===== config.mk =====
export PLATFORM = sky130hd
export DESIGN_NAME = emp_mapper
export DESIGN_NICKNAME = d
export VERILOG_FILES = /design/src/logic/emp_mapper.v /design/src/logic/emp_map_ram.v
export VERILOG_INCLUDE_DIRS = /design/src /design/src/logic
export SDC_FILE = /design/constraint.sdc
export NUM_CORES = 2
export LEC_CHECK = 0
export ABC_AREA = 1
export BUFFER_PORTS_ARGS = -buffer_cell sky130_fd_sc_hd__buf_2
export CAP_MARGIN = 25
export CORE_AREA = 8 8 415 417
export CTS_CLUSTER_DIAMETER = 50
export DETAILED_ROUTE_END_ITERATION = 7
export DIE_AREA = 0 0 423 425
export PLACE_DENSITY_LB_ADDON = 0.05
export SLEW_MARGIN = 10
export SYNTH_ARGS = -nofsm -noshare
export SYNTH_HDL_FRONTEND = slang
export SYNTH_SLANG_ARGS = --single-unit

===== constraint.sdc =====
create_clock -name CLOCK -period 5.15 [get_ports CLOCK]
set_clock_uncertainty 0.2 [all_clocks]
set_input_delay 1.03 -clock CLOCK [delete_from_list [all_inputs] [get_ports CLOCK]]
set_output_delay 1.03 -clock CLOCK [all_outputs]
set_load 0.02 [all_outputs]

===== src/logic/emp_map.vh =====
// emp_map.vh: port offsets, field positions, reset values and window bounds
// for the expanded-memory page mapper.
// assumes inclusion by bare name from the logic/ folder.
`ifndef EMP_MAP_VH
`define EMP_MAP_VH

// i/o port layout: {high nibble, 4'h2, port nibble x, low nibble}
`define EMP_PORT_MID_NIB      4'h2
`define EMP_HI_FRAME_BASE     4'h0
`define EMP_HI_POINTER        4'h1
`define EMP_HI_WINDOW         4'h1
`define EMP_LO_FRAME_BASE     4'hA
`define EMP_LO_POINTER        4'hA
`define EMP_LO_WINDOW         4'hB
`define EMP_LO_MAP_LOW        4'h8
`define EMP_LO_MAP_HIGH       4'h9
// upper map ports: bit 13 clear, bit 12 = set, bits 15-14 = slot
`define EMP_MAP_SET_BIT       12
`define EMP_MAP_ZERO_BIT      13
`define EMP_MAP_SLOT_LSB      14

// frame base register fields
`define EMP_FB_PORT_EN_BIT    7
`define EMP_FB_WAIT_BIT       6
`define EMP_FB_START_MSB      3
`define EMP_FB_RESET          8'h00

// page pointer register fields
`define EMP_PP_SET_BIT        6
`define EMP_PP_INDEX_MSB      5
`define EMP_PP_INDEX_LSB      1
`define EMP_PP_BYTE_BIT       0
`define EMP_PP_RESET          7'h00

// mapping register fields
`define EMP_MR_ENABLE_BIT     7
`define EMP_MR_RESET          16'h0000

// 16 KB frame numbers (address bits 19-14) of the two windows
`define EMP_LOW_FIRST_FRAME   6'h10
`define EMP_LOW_LAST_FRAME    6'h2F
`define EMP_UP_FIRST_FRAME    6'h30
`define EMP_UP_LAST_FRAME     6'h3B
`define EMP_UP_SLOTS          4'h4

`endif


===== src/logic/emp_mapper.v =====
// emp_mapper.v: expanded-memory page mapper, i/o-programmed page registers
// translating two memory windows into physical page numbers.
// assumes host i/o strobes and memory requests come from logic on CLOCK.
`default_nettype none
`include "emp_map.vh"

module emp_mapper #(
    parameter [3:0] PORT_X = 4'h8
) (
    input  wire        CLOCK,
    input  wire        RESET_N,
    input  wire [15:0] IO_ADDR,
    input  wire        IO_WR,
    input  wire        IO_RD,
    input  wire [7:0]  IO_WDATA,
    output wire        IO_HIT,
    output wire [7:0]  IO_RDATA,
    output wire        IO_RVALID,
    input  wire        MEM_REQ,
    input  wire [23:0] MEM_ADDR,
    input  wire [31:0] LOW_FRAME_TAG,
    input  wire [11:0] UPPER_FRAME_TAG,
    output wire        MAP_DONE,
    output wire        MAP_HIT,
    output wire [10:0] MAP_PAGE,
    output wire        MAP_WAIT,
    output wire        PORTS_ON,
    output wire        ACTIVE_SET
);

    // byte of a mapping word picked by the byte pointer or by the upper map port address
    function [7:0] emp_byte_pick;
        input [15:0] word;
        input        hi;
        begin
            emp_byte_pick = hi ? word[15:8] : word[7:0];
        end
    endfunction

    // physical page number from a mapping word
    function [10:0] emp_page;
        input [15:0] word;
        begin
            emp_page = {word[10:8], 1'b0, word[6:0]};
        end
    endfunction

    reg  [7:0]  frame_base_ff;
    reg  [7:0]  nxt_frame_base;
    reg  [6:0]  pointer_ff;
    reg  [6:0]  nxt_pointer;
    reg  [15:0] upper_map_ff [0:7];
    reg  [7:0]  io_rdata_ff;
    reg  [7:0]  nxt_io_rdata;
    reg         io_rvalid_ff;
    reg         rd_from_ram_ff;
    reg         rd_byte_ff;
    reg         s1_valid_ff;
    reg         s1_low_ff;
    reg         s1_up_ff;
    reg  [15:0] s1_up_word_ff;
    reg         map_done_ff;
    reg         map_hit_ff;
    reg  [10:0] map_page_ff;
    reg         map_wait_ff;
    integer     k;

    wire        mid_ok;
    wire        sel_frame_base;
    wire        sel_pointer;
    wire        sel_window;
    wire        sel_map;
    wire        ports_en;
    wire [2:0]  map_num;
    wire        win_wr;
    wire        win_rd;
    wire [15:0] ram_rd_a;
    wire [15:0] ram_rd_b;
    wire [5:0]  frame;
    wire        below_1mb;
    wire        in_low;
    wire        in_up;
    wire [5:0]  low_off;
    wire [3:0]  up_off;
    wire [3:0]  up_diff;
    wire        up_slot_ok;
    wire [2:0]  up_num;
    wire [5:0]  ram_b_addr;
    wire [15:0] s1_word;
    wire        s1_enabled;

    // i/o decode
    assign mid_ok         = (IO_ADDR[11:8] == `EMP_PORT_MID_NIB) && (IO_ADDR[7:4] == PORT_X);
    assign ports_en       = frame_base_ff[`EMP_FB_PORT_EN_BIT];
    // frame base port stays reachable so the ports can be turned back on
    assign sel_frame_base = mid_ok && (IO_ADDR[15:12] == `EMP_HI_FRAME_BASE)
                            && (IO_ADDR[3:0] == `EMP_LO_FRAME_BASE);
    assign sel_pointer    = mid_ok && ports_en && (IO_ADDR[15:12] == `EMP_HI_POINTER)
                            && (IO_ADDR[3:0] == `EMP_LO_POINTER);
    assign sel_window     = mid_ok && ports_en && (IO_ADDR[15:12] == `EMP_HI_WINDOW)
                            && (IO_ADDR[3:0] == `EMP_LO_WINDOW);
    assign sel_map        = mid_ok && ports_en && !IO_ADDR[`EMP_MAP_ZERO_BIT]
                            && ((IO_ADDR[3:0] == `EMP_LO_MAP_LOW)
                            || (IO_ADDR[3:0] == `EMP_LO_MAP_HIGH));
    assign map_num        = {IO_ADDR[`EMP_MAP_SET_BIT], IO_ADDR[15:`EMP_MAP_SLOT_LSB]};
    assign win_wr         = sel_window && IO_WR;
    assign win_rd         = sel_window && IO_RD;
    assign IO_HIT         = sel_frame_base || sel_pointer || sel_window || sel_map;

    // register writes and pointer byte flip
    always @* begin
        nxt_frame_base = frame_base_ff;
        nxt_pointer    = pointer_ff;
        if (IO_WR && sel_frame_base) begin
            nxt_frame_base = IO_WDATA;
        end
        if (IO_WR && sel_pointer) begin
            nxt_pointer = IO_WDATA[6:0];
        end else if (win_wr || win_rd) begin
            nxt_pointer[`EMP_PP_BYTE_BIT] = ~pointer_ff[`EMP_PP_BYTE_BIT];
        end
    end

    always @(posedge CLOCK) begin
        if (!RESET_N) begin
            frame_base_ff <= `EMP_FB_RESET;
            pointer_ff    <= `EMP_PP_RESET;
            for (k = 0; k < 8; k = k + 1) begin
                upper_map_ff[k] <= `EMP_MR_RESET;
            end
        end else begin
            frame_base_ff <= nxt_frame_base;
            pointer_ff    <= nxt_pointer;
            if (IO_WR && sel_map) begin
                if (IO_ADDR[3:0] == `EMP_LO_MAP_LOW) begin
                    upper_map_ff[map_num][7:0] <= IO_WDATA;
                end else begin
                    upper_map_ff[map_num][15:8] <= IO_WDATA;
                end
            end
        end
    end

    // lower-window store; host side indexed by set and pointer index
    emp_map_ram #(
        .DEPTH_LOG2 (6),
        .WIDTH      (16)
    ) u_ram (
        .CLOCK      (CLOCK),
        .RESET_N    (RESET_N),
        .WR_EN      (win_wr),
        .WR_BYTE_EN ({pointer_ff[`EMP_PP_BYTE_BIT], ~pointer_ff[`EMP_PP_BYTE_BIT]}),
        .WR_ADDR    (pointer_ff[`EMP_PP_SET_BIT:`EMP_PP_INDEX_LSB]),
        .WR_DATA    ({IO_WDATA, IO_WDATA}),
        .RD_A_ADDR  (pointer_ff[`EMP_PP_SET_BIT:`EMP_PP_INDEX_LSB]),
        .RD_A_DATA  (ram_rd_a),
        .RD_B_ADDR  (ram_b_addr),
        .RD_B_DATA  (ram_rd_b)
    );

    // i/o reads: upper ports answer from a flop, window from the store register
    always @* begin
        nxt_io_rdata = 8'h00;
        if (IO_RD && sel_map) begin
            nxt_io_rdata = emp_byte_pick(upper_map_ff[map_num],
                                         IO_ADDR[3:0] == `EMP_LO_MAP_HIGH);
        end
    end

    always @(posedge CLOCK) begin
        if (!RESET_N) begin
            io_rdata_ff    <= 8'h00;
            io_rvalid_ff   <= 1'b0;
            rd_from_ram_ff <= 1'b0;
            rd_byte_ff     <= 1'b0;
        end else begin
            io_rdata_ff    <= nxt_io_rdata;
            io_rvalid_ff   <= IO_RD && IO_HIT;
            rd_from_ram_ff <= win_rd;
            rd_byte_ff     <= pointer_ff[`EMP_PP_BYTE_BIT];
        end
    end

    assign IO_RDATA  = rd_from_ram_ff ? emp_byte_pick(ram_rd_a, rd_byte_ff) : io_rdata_ff;
    assign IO_RVALID = io_rvalid_ff;

    // memory translation, stage 1: window decode
    assign frame      = MEM_ADDR[19:14];
    assign below_1mb  = (MEM_ADDR[23:20] == 4'h0);
    assign in_low     = (frame >= `EMP_LOW_FIRST_FRAME) && (frame <= `EMP_LOW_LAST_FRAME);
    assign in_up      = (frame >= `EMP_UP_FIRST_FRAME) && (frame <= `EMP_UP_LAST_FRAME);
    assign low_off    = frame - `EMP_LOW_FIRST_FRAME;
    assign ram_b_addr = {pointer_ff[`EMP_PP_SET_BIT], low_off[4:0]};
    assign up_off     = up_off_f(frame);
    assign up_diff    = up_off - frame_base_ff[`EMP_FB_START_MSB:0];
    assign up_slot_ok = (up_off >= frame_base_ff[`EMP_FB_START_MSB:0])
                        && (up_diff < `EMP_UP_SLOTS);
    assign up_num     = {pointer_ff[`EMP_PP_SET_BIT], up_diff[1:0]};

    // frame offset from C0000h within the upper window
    function [3:0] up_off_f;
        input [5:0] f;
        reg   [5:0] d;
        begin
            d        = f - `EMP_UP_FIRST_FRAME;
            up_off_f = d[3:0];
        end
    endfunction

    always @(posedge CLOCK) begin
        if (!RESET_N) begin
            s1_valid_ff   <= 1'b0;
            s1_low_ff     <= 1'b0;
            s1_up_ff      <= 1'b0;
            s1_up_word_ff <= `EMP_MR_RESET;
        end else begin
            s1_valid_ff   <= MEM_REQ;
            s1_low_ff     <= MEM_REQ && below_1mb && in_low
                             && LOW_FRAME_TAG[low_off[4:0]];
            s1_up_ff      <= MEM_REQ && below_1mb && in_up && up_slot_ok
                             && UPPER_FRAME_TAG[up_off];
            s1_up_word_ff <= upper_map_ff[up_num];
        end
    end

    // stage 2: enable check and page number
    assign s1_word    = s1_low_ff ? ram_rd_b : s1_up_word_ff;
    assign s1_enabled = (s1_low_ff || s1_up_ff) && s1_word[`EMP_MR_ENABLE_BIT];

    always @(posedge CLOCK) begin
        if (!RESET_N) begin
            map_done_ff <= 1'b0;
            map_hit_ff  <= 1'b0;
            map_page_ff <= 11'h000;
            map_wait_ff <= 1'b0;
        end else begin
            map_done_ff <= s1_valid_ff;
            map_hit_ff  <= s1_valid_ff && s1_enabled;
            map_page_ff <= (s1_valid_ff && s1_enabled) ? emp_page(s1_word) : 11'h000;
            map_wait_ff <= s1_valid_ff && s1_enabled && s1_up_ff
                           && frame_base_ff[`EMP_FB_WAIT_BIT];
        end
    end

    assign MAP_DONE   = map_done_ff;
    assign MAP_HIT    = map_hit_ff;
    assign MAP_PAGE   = map_page_ff;
    assign MAP_WAIT   = map_wait_ff;
    assign PORTS_ON   = ports_en;
    assign ACTIVE_SET = pointer_ff[`EMP_PP_SET_BIT];

endmodule // emp_mapper

`default_nettype wire


===== src/logic/emp_map_ram.v =====
// emp_map_ram.v: mapping store for the lower window, one write port with
// byte enables and two read ports whose data come out of registers.
// assumes one clock; reads return the word stored before a same-edge write.
`default_nettype none

module emp_map_ram #(
    parameter DEPTH_LOG2 = 6,
    parameter WIDTH      = 16
) (
    input  wire                  CLOCK,
    input  wire                  RESET_N,
    input  wire                  WR_EN,
    input  wire [1:0]            WR_BYTE_EN,
    input  wire [DEPTH_LOG2-1:0] WR_ADDR,
    input  wire [WIDTH-1:0]      WR_DATA,
    input  wire [DEPTH_LOG2-1:0] RD_A_ADDR,
    output wire [WIDTH-1:0]      RD_A_DATA,
    input  wire [DEPTH_LOG2-1:0] RD_B_ADDR,
    output wire [WIDTH-1:0]      RD_B_DATA
);

    localparam DEPTH = 1 << DEPTH_LOG2;
    localparam HALF  = WIDTH / 2;

    reg [WIDTH-1:0] mem_ff [0:DEPTH-1];
    reg [WIDTH-1:0] rd_a_ff;
    reg [WIDTH-1:0] rd_b_ff;
    integer         i;

    // cleared at reset so every frame starts with mapping disabled
    always @(posedge CLOCK) begin
        if (!RESET_N) begin
            for (i = 0; i < DEPTH; i = i + 1) begin
                mem_ff[i] <= {WIDTH{1'b0}};
            end
            rd_a_ff <= {WIDTH{1'b0}};
            rd_b_ff <= {WIDTH{1'b0}};
        end else begin
            if (WR_EN && WR_BYTE_EN[0]) begin
                mem_ff[WR_ADDR][HALF-1:0] <= WR_DATA[HALF-1:0];
            end
            if (WR_EN && WR_BYTE_EN[1]) begin
                mem_ff[WR_ADDR][WIDTH-1:HALF] <= WR_DATA[WIDTH-1:HALF];
            end
            rd_a_ff <= mem_ff[RD_A_ADDR];
            rd_b_ff <= mem_ff[RD_B_ADDR];
        end
    end

    assign RD_A_DATA = rd_a_ff;
    assign RD_B_DATA = rd_b_ff;

endmodule // emp_map_ram

`default_nettype wire


* Yosys cells after proc, flatten, opt, wreduce, memory -nomap -nowiden
Memories as Yosys holds them, arrays and structs flattened. A register that Yosys moved wholly into a read port is not among the register bits. Index checks and enable logic that the tools add are counted.
Word-level totals: bits in registers 43, input bits 97, output and inout bits 26, logic and storage cells 115, memories 2, RAM bits 1152
Memories:
- u_ram.mem_ff | depth 64, bits a word 16, read ports 2, clocked after Yosys merged registers in 2, wr ports 64, RTL line emp_map_ram.v:25 | reg [WIDTH-1:0] mem_ff [0:DEPTH-1];
- upper_map_ff | depth 8, bits a word 16, read ports 2, clocked after Yosys merged registers in 1, wr ports 8, RTL line emp_mapper.v:52 | reg [15:0] upper_map_ff [0:7];
Operators by class: bitwise operators 1, order comparisons 8, eq/ne operators 7, reductions and logical operators 48, mux-type cells 31, $add $sub $neg 3
Operator list (count):
- two-way mux 16 bit | 2
- OR reduction 16 bit | 2
- logical AND 1 bit | 31
- two-way mux 8 bit | 3
- == test 4 bit (second input constant) | 5
- two-way mux 1 bit | 19
- less-or-equal comparator 6 bit (second input constant) | 2
- two-way mux 11 bit | 1
- logical NOT 4 bit | 2
- >= comparator 6 x 5 -> 1 bit (second input constant) | 1
- >= comparator 6 bit (second input constant) | 1
- logical OR 1 bit | 6
- < comparator 5 x 6 -> 1 bit (second input constant) | 1
- two-way mux 6 bit | 1
- binary-select mux 1 bit (select 5 bit) | 1
- < comparator 4 x 5 -> 1 bit (second input constant) | 1
- subtractor 5 bit (second input constant) | 1
- binary-select mux 1 bit (select 4 bit) | 1
- == test 4 x 1 -> 1 bit (second input constant) | 1
- == test 4 x 2 -> 1 bit (second input constant) | 1
- >= comparator 4 bit | 1
- logical NOT 1 bit | 4
- < comparator 4 x 3 -> 1 bit (second input constant) | 1
- two-way mux 2 bit | 2
- other kinds (6) | 7

* Longest topological paths before layout
depth in word-level cells 12, mapped depth 15, depth with buffers taken out 11

* By module
Synthesis repeated with hierarchy kept, for this count alone.
Unflattened totals: cell total of the unflattened synthesis 8400, area total of the unflattened synthesis 67471.0 µm²
Modules (own cells, without submodules):
- emp_map_ram | instances 1, cells each 7328, area an instance 58368.5 µm², seq. area each 31390.1 µm²
- emp_mapper | instances 1, cells each 1072, area an instance 9102.5 µm², seq. area each 4864.7 µm²

* Worst setup path after synthesis
No wires, ideal clock.
kind input to register, start input MEM_ADDR[14], end register s1_up_word_ff[5], read port of upper_map_ff, stages on the path 13, data required time 4.859 ns, buffers on the path 5, data arrival time 3.346 ns, path slack 1.513 ns, setup time 0.091 ns, cell sequence buf_2 -> inv_2 -> buf_2 -> buf_1 -> ha_1 -> inv_1 -> fa_1 -> clkbuf_1 -> clkbuf_1 -> o21ai_0 -> o21ai_0 -> a21oi_1 -> a311oi_1
Between the ends: longest elaborated chain between the ends 2
Ends and longest elaborated chain:
- from (decl) | RTL line emp_mapper.v:20 | input wire [23:0] MEM_ADDR,
- subtractor 4 x 1 -> 4 bit (no source line)
- subtractor 4 bit | RTL line emp_mapper.v:195 | assign up_diff = up_off - frame_base_ff[`EMP_FB_START_MSB:0];
- to (decl) | RTL line emp_mapper.v:61 | reg [15:0] s1_up_word_ff;
No other way between the ends. A chain may end at the register's enable or synchronous reset.

* Worst setup path in the final report
start input IO_ADDR[14], end output IO_HIT
Between the ends: longest elaborated chain between the ends 6, elaborated cells on any way between the ends 10, classes of those cells eq/ne (1); reduce/logical (9)
Ends and longest elaborated chain:
- from (decl) | RTL line emp_mapper.v:12 | input wire [15:0] IO_ADDR,
- == test 4 x 1 -> 1 bit (no source line) or logical NOT 4 bit (tied branches)
- logical AND 1 bit, on equally long branches | RTL line emp_mapper.v:98, emp_mapper.v:100, emp_mapper.v:96
- logical AND 1 bit, on equally long branches | RTL line emp_mapper.v:98, emp_mapper.v:96
- logical OR 1 bit | RTL line emp_mapper.v:108 | assign IO_HIT = sel_frame_base || sel_pointer || sel_window || sel_map;
- logical OR 1 bit (*) (2 in a row) | RTL line emp_mapper.v:108
- to (decl) | RTL line emp_mapper.v:16 | output wire IO_HIT,
Mark *: on every way between the ends. The rest lies on a longest branch, timed or not.

==> metrics.txt <==
RePlAce Congestion=0.8911; FF/Latch Area=36,170 sq um; multi-input logic area=25,540 sq um; IO buf count=107; GR Util All Layers=0.2659; Die Width=roughly 420 um; clock root buffer=clkbuf_16; CP Max Fanout=13; Synth Register Bits=1,230; Yosys top cell by area=edfxtp_1; initial drt markers=5,796; Routed Antenna Nets=0; largest stage delay on the critical path=0.41 ns; top-count cell post-synth=nand2_1; largest net degree at the start of global routing=~190; antenna violations before repair=4; Yosys cell types=47; clk_lat worst skew=approximately 0.80 ns; Sequential Power Share=0.470; vias=56,388; DRC viols=0; Cells after Synth=8,449; PD cells=334.6 nW/um^2; nets=8,389; Post-synth ARST share=0; Core ar.=165,900 sq um; M1 GR Usage=0.3567; setup tns final=0 ns; Required @ worst endpoint=3.92 ns; crit-path cells=buf_2 -> inv_2 -> nand3_2 -> inv_2 -> nand4_4 -> nor2_1 -> nor2_1 -> o21ai_0 -> buf_2; Die Y=about 430 um; non-filler cells, final=10,624; Final Max Tran Viols=0; CTS Sinks=1,230; status=completed; io pins=123; Max clock buf depth=3; sw power=0.006248 W; Placed Instances=10,324; syn nets=8,552; ys flop type=edfxtp_1; CP top delay family=buffers and inverters; synthesized area per cell=7.779 sq um; share of cells above drive strength 1=0.07341; Die Area=179,800 sq um; final setup vio count=0; Yosys top cell area share=0.5263; Worst path slowest cell=inv_2; CP endpoint kind=output pin; first-pass GRT wire length=358,600 um; Final Hold Viols=0; Fillers=16,625; total wire length=247,900 um; # resized after CTS=0; Slew headroom=0.2494; worst hold-check path type=flip-flop to flip-flop; GR peak layer=met2; Mapped Area=65,720 sq um; pre-CTS WS=0.8510 ns; vias in the first global route=53,300; Max Fclk=249.0 MHz; WP buf/inv=4; GR Overflow Total=0; Int Power=between 0.015 and 0.02 W; worst-margin pin slew=1.122 ns; CTS tree=yes; Worst Path Arrival=2.79 ns; sw frac=0.2543; post-DP HPWL=159,200 um; Area Overhead vs Synth=11.71%; EDFF count, synth=1,152; crit path launch type=input pin; initial core utilization=0.3961; Post-CTS Setup Repair Bufs=0; met2 Use GR=0.4296; Comb power frac=0.073; Post-CTS Hold Buffers=0; # rows=150; vias per cell=around 5.3; final worst-path cycle share=0.7797; RSZ-0062 raised after global routing=no; CTS clk-pin slew, worst paths=0.05 ns; drt first pass iters=8; H-tree levels=4; synth top area cells=edfxtp_1 53%, nand2_1 20%, nor2_1 8.2%; Commonest cells post-synth=3,568 x nand2_1, 1,444 x nor2_1, 1,152 x edfxtp_1; # Max-Cap Violations=0; LEAKAGE=31.71 nW; sequential element share of the synthesized area=0.5501; Avg WL per Cell=23.33 um; Final Critical Period=4.015 ns; Max IR drop VDD=342.0 uV; kind of critical path=input pin to output pin; Synthesis Warnings=0; CTS Buf Count=162; clock group share of total power=0.457; grt met3 use=0.03773; Setup WS post-layout=1.135 ns
power groups by stage:
stage                     Clock (W)  Combinational, W  Sequential (W)
after global placement            0           0.00177          0.0117
final                        0.0112           0.00179          0.0115
after floorplan                   0           0.00108          0.0117
after detailed placement          0           0.00178          0.0117
after CTS                    0.0114           0.00178          0.0115
after global routing         0.0117           0.00196          0.0116
through the flow:
step,utilization,power [W],hold WS [ns],area [sq um]
finish,0.4425,0.02457,0.2513,73420
global route,0.4425,0.02529,0.2472,73420
CTS,0.4423,0.02472,0.2019,73380
detailed placement,0.4102,0.01352,0.2314,68060
global placement,0.4102,0.01351,0.2264,68060
floorplan,-,0.01273,0.2090,65720
logic make-up after synthesis:
logic type               count (synthesis)  share of synthesized area
AND/OR/NAND/NOR                       5539                     0.3331
flip-flops                            1230                     0.5501
buffers and inverters                 1011                    0.06185
AO/OA/AOI/OAI                          661                    0.05353
adder cells (fa/ha/maj)                  6                   0.001256
XOR/XNOR                                 1                  0.0001333
other                                    1                 0.00005706
area by class of cell:
cell class / instances / area share
Antenna cell: 1 / 0.00003408
Clock buffer: 187 / 0.05762
Clock inverter: 110 / 0.01484
Inverter: 456 / 0.02430
Multi-Input combinational cell: 6208 / 0.3478
Sequential cell: 1230 / 0.4926
Tap cell: 2204 / 0.03756
Timing Repair Buffer: 228 / 0.02524
final timing paths:
check | from | endpoint | slack (ns) | depth (start not counted)
max | IO_ADDR[14] | IO_HIT | 1.13 | 9
min | s1_valid_ff | MAP_DONE | 0.25 | 2
min reg2reg | s1_valid_ff | MAP_DONE | 0.25 | 2
max reg2reg | pointer_ff[6] | u_ram.mem_ff[61][4] | 1.33 | 7
registers in the layout (all words and copies together), names as in the netlist:
| signal | count |
|---|---|
| MAP_DONE | 1 |
| IO_RVALID | 1 |
| pointer_ff | 7 |
| s1_low_ff | 1 |
| io_rdata_ff | 8 |
| u_ram.RD_A_DATA | 16 |
| frame_base_ff | 6 |
| s1_up_ff | 1 |
| MAP_PAGE | 10 |
| rd_byte_ff | 1 |
| u_ram.mem_ff | 1024 |
| upper_map_ff | 128 |
| MAP_HIT | 1 |
| MAP_WAIT | 1 |
| s1_up_word_ff | 11 |
| s1_valid_ff | 1 |
| u_ram.RD_B_DATA | 11 |
| rd_from_ram_ff | 1 |
worst register-to-register path, stage by stage, from the launching register on:
cell and delay, ns:
dfxtp_1 0.60, inv_2 0.24, nor3_4 0.28, buf_4 0.35, inv_2 0.14, nor2_1 0.78
nand2_1 0.46, nand2_1 0.44
placed cells by master, fill, tap and decap left out, drive strengths merged, types with 78 or more instances in the layout:
cell and instances:
nand2 3628, inv 468, buf 228, nand3 416, clkbuf 187, a21oi 119, dfxtp 78, o21ai 449
nor2 1453, edfxtp 1152
routing by layer:
metal,share of wire,vias to the layer above
met3,0.066,502
met1,0.43,27036
li1,-,26704
met5,0,-
met2,0.46,2146
met4,0.049,0
Note: power is estimated with default switching activity, not from simulation.
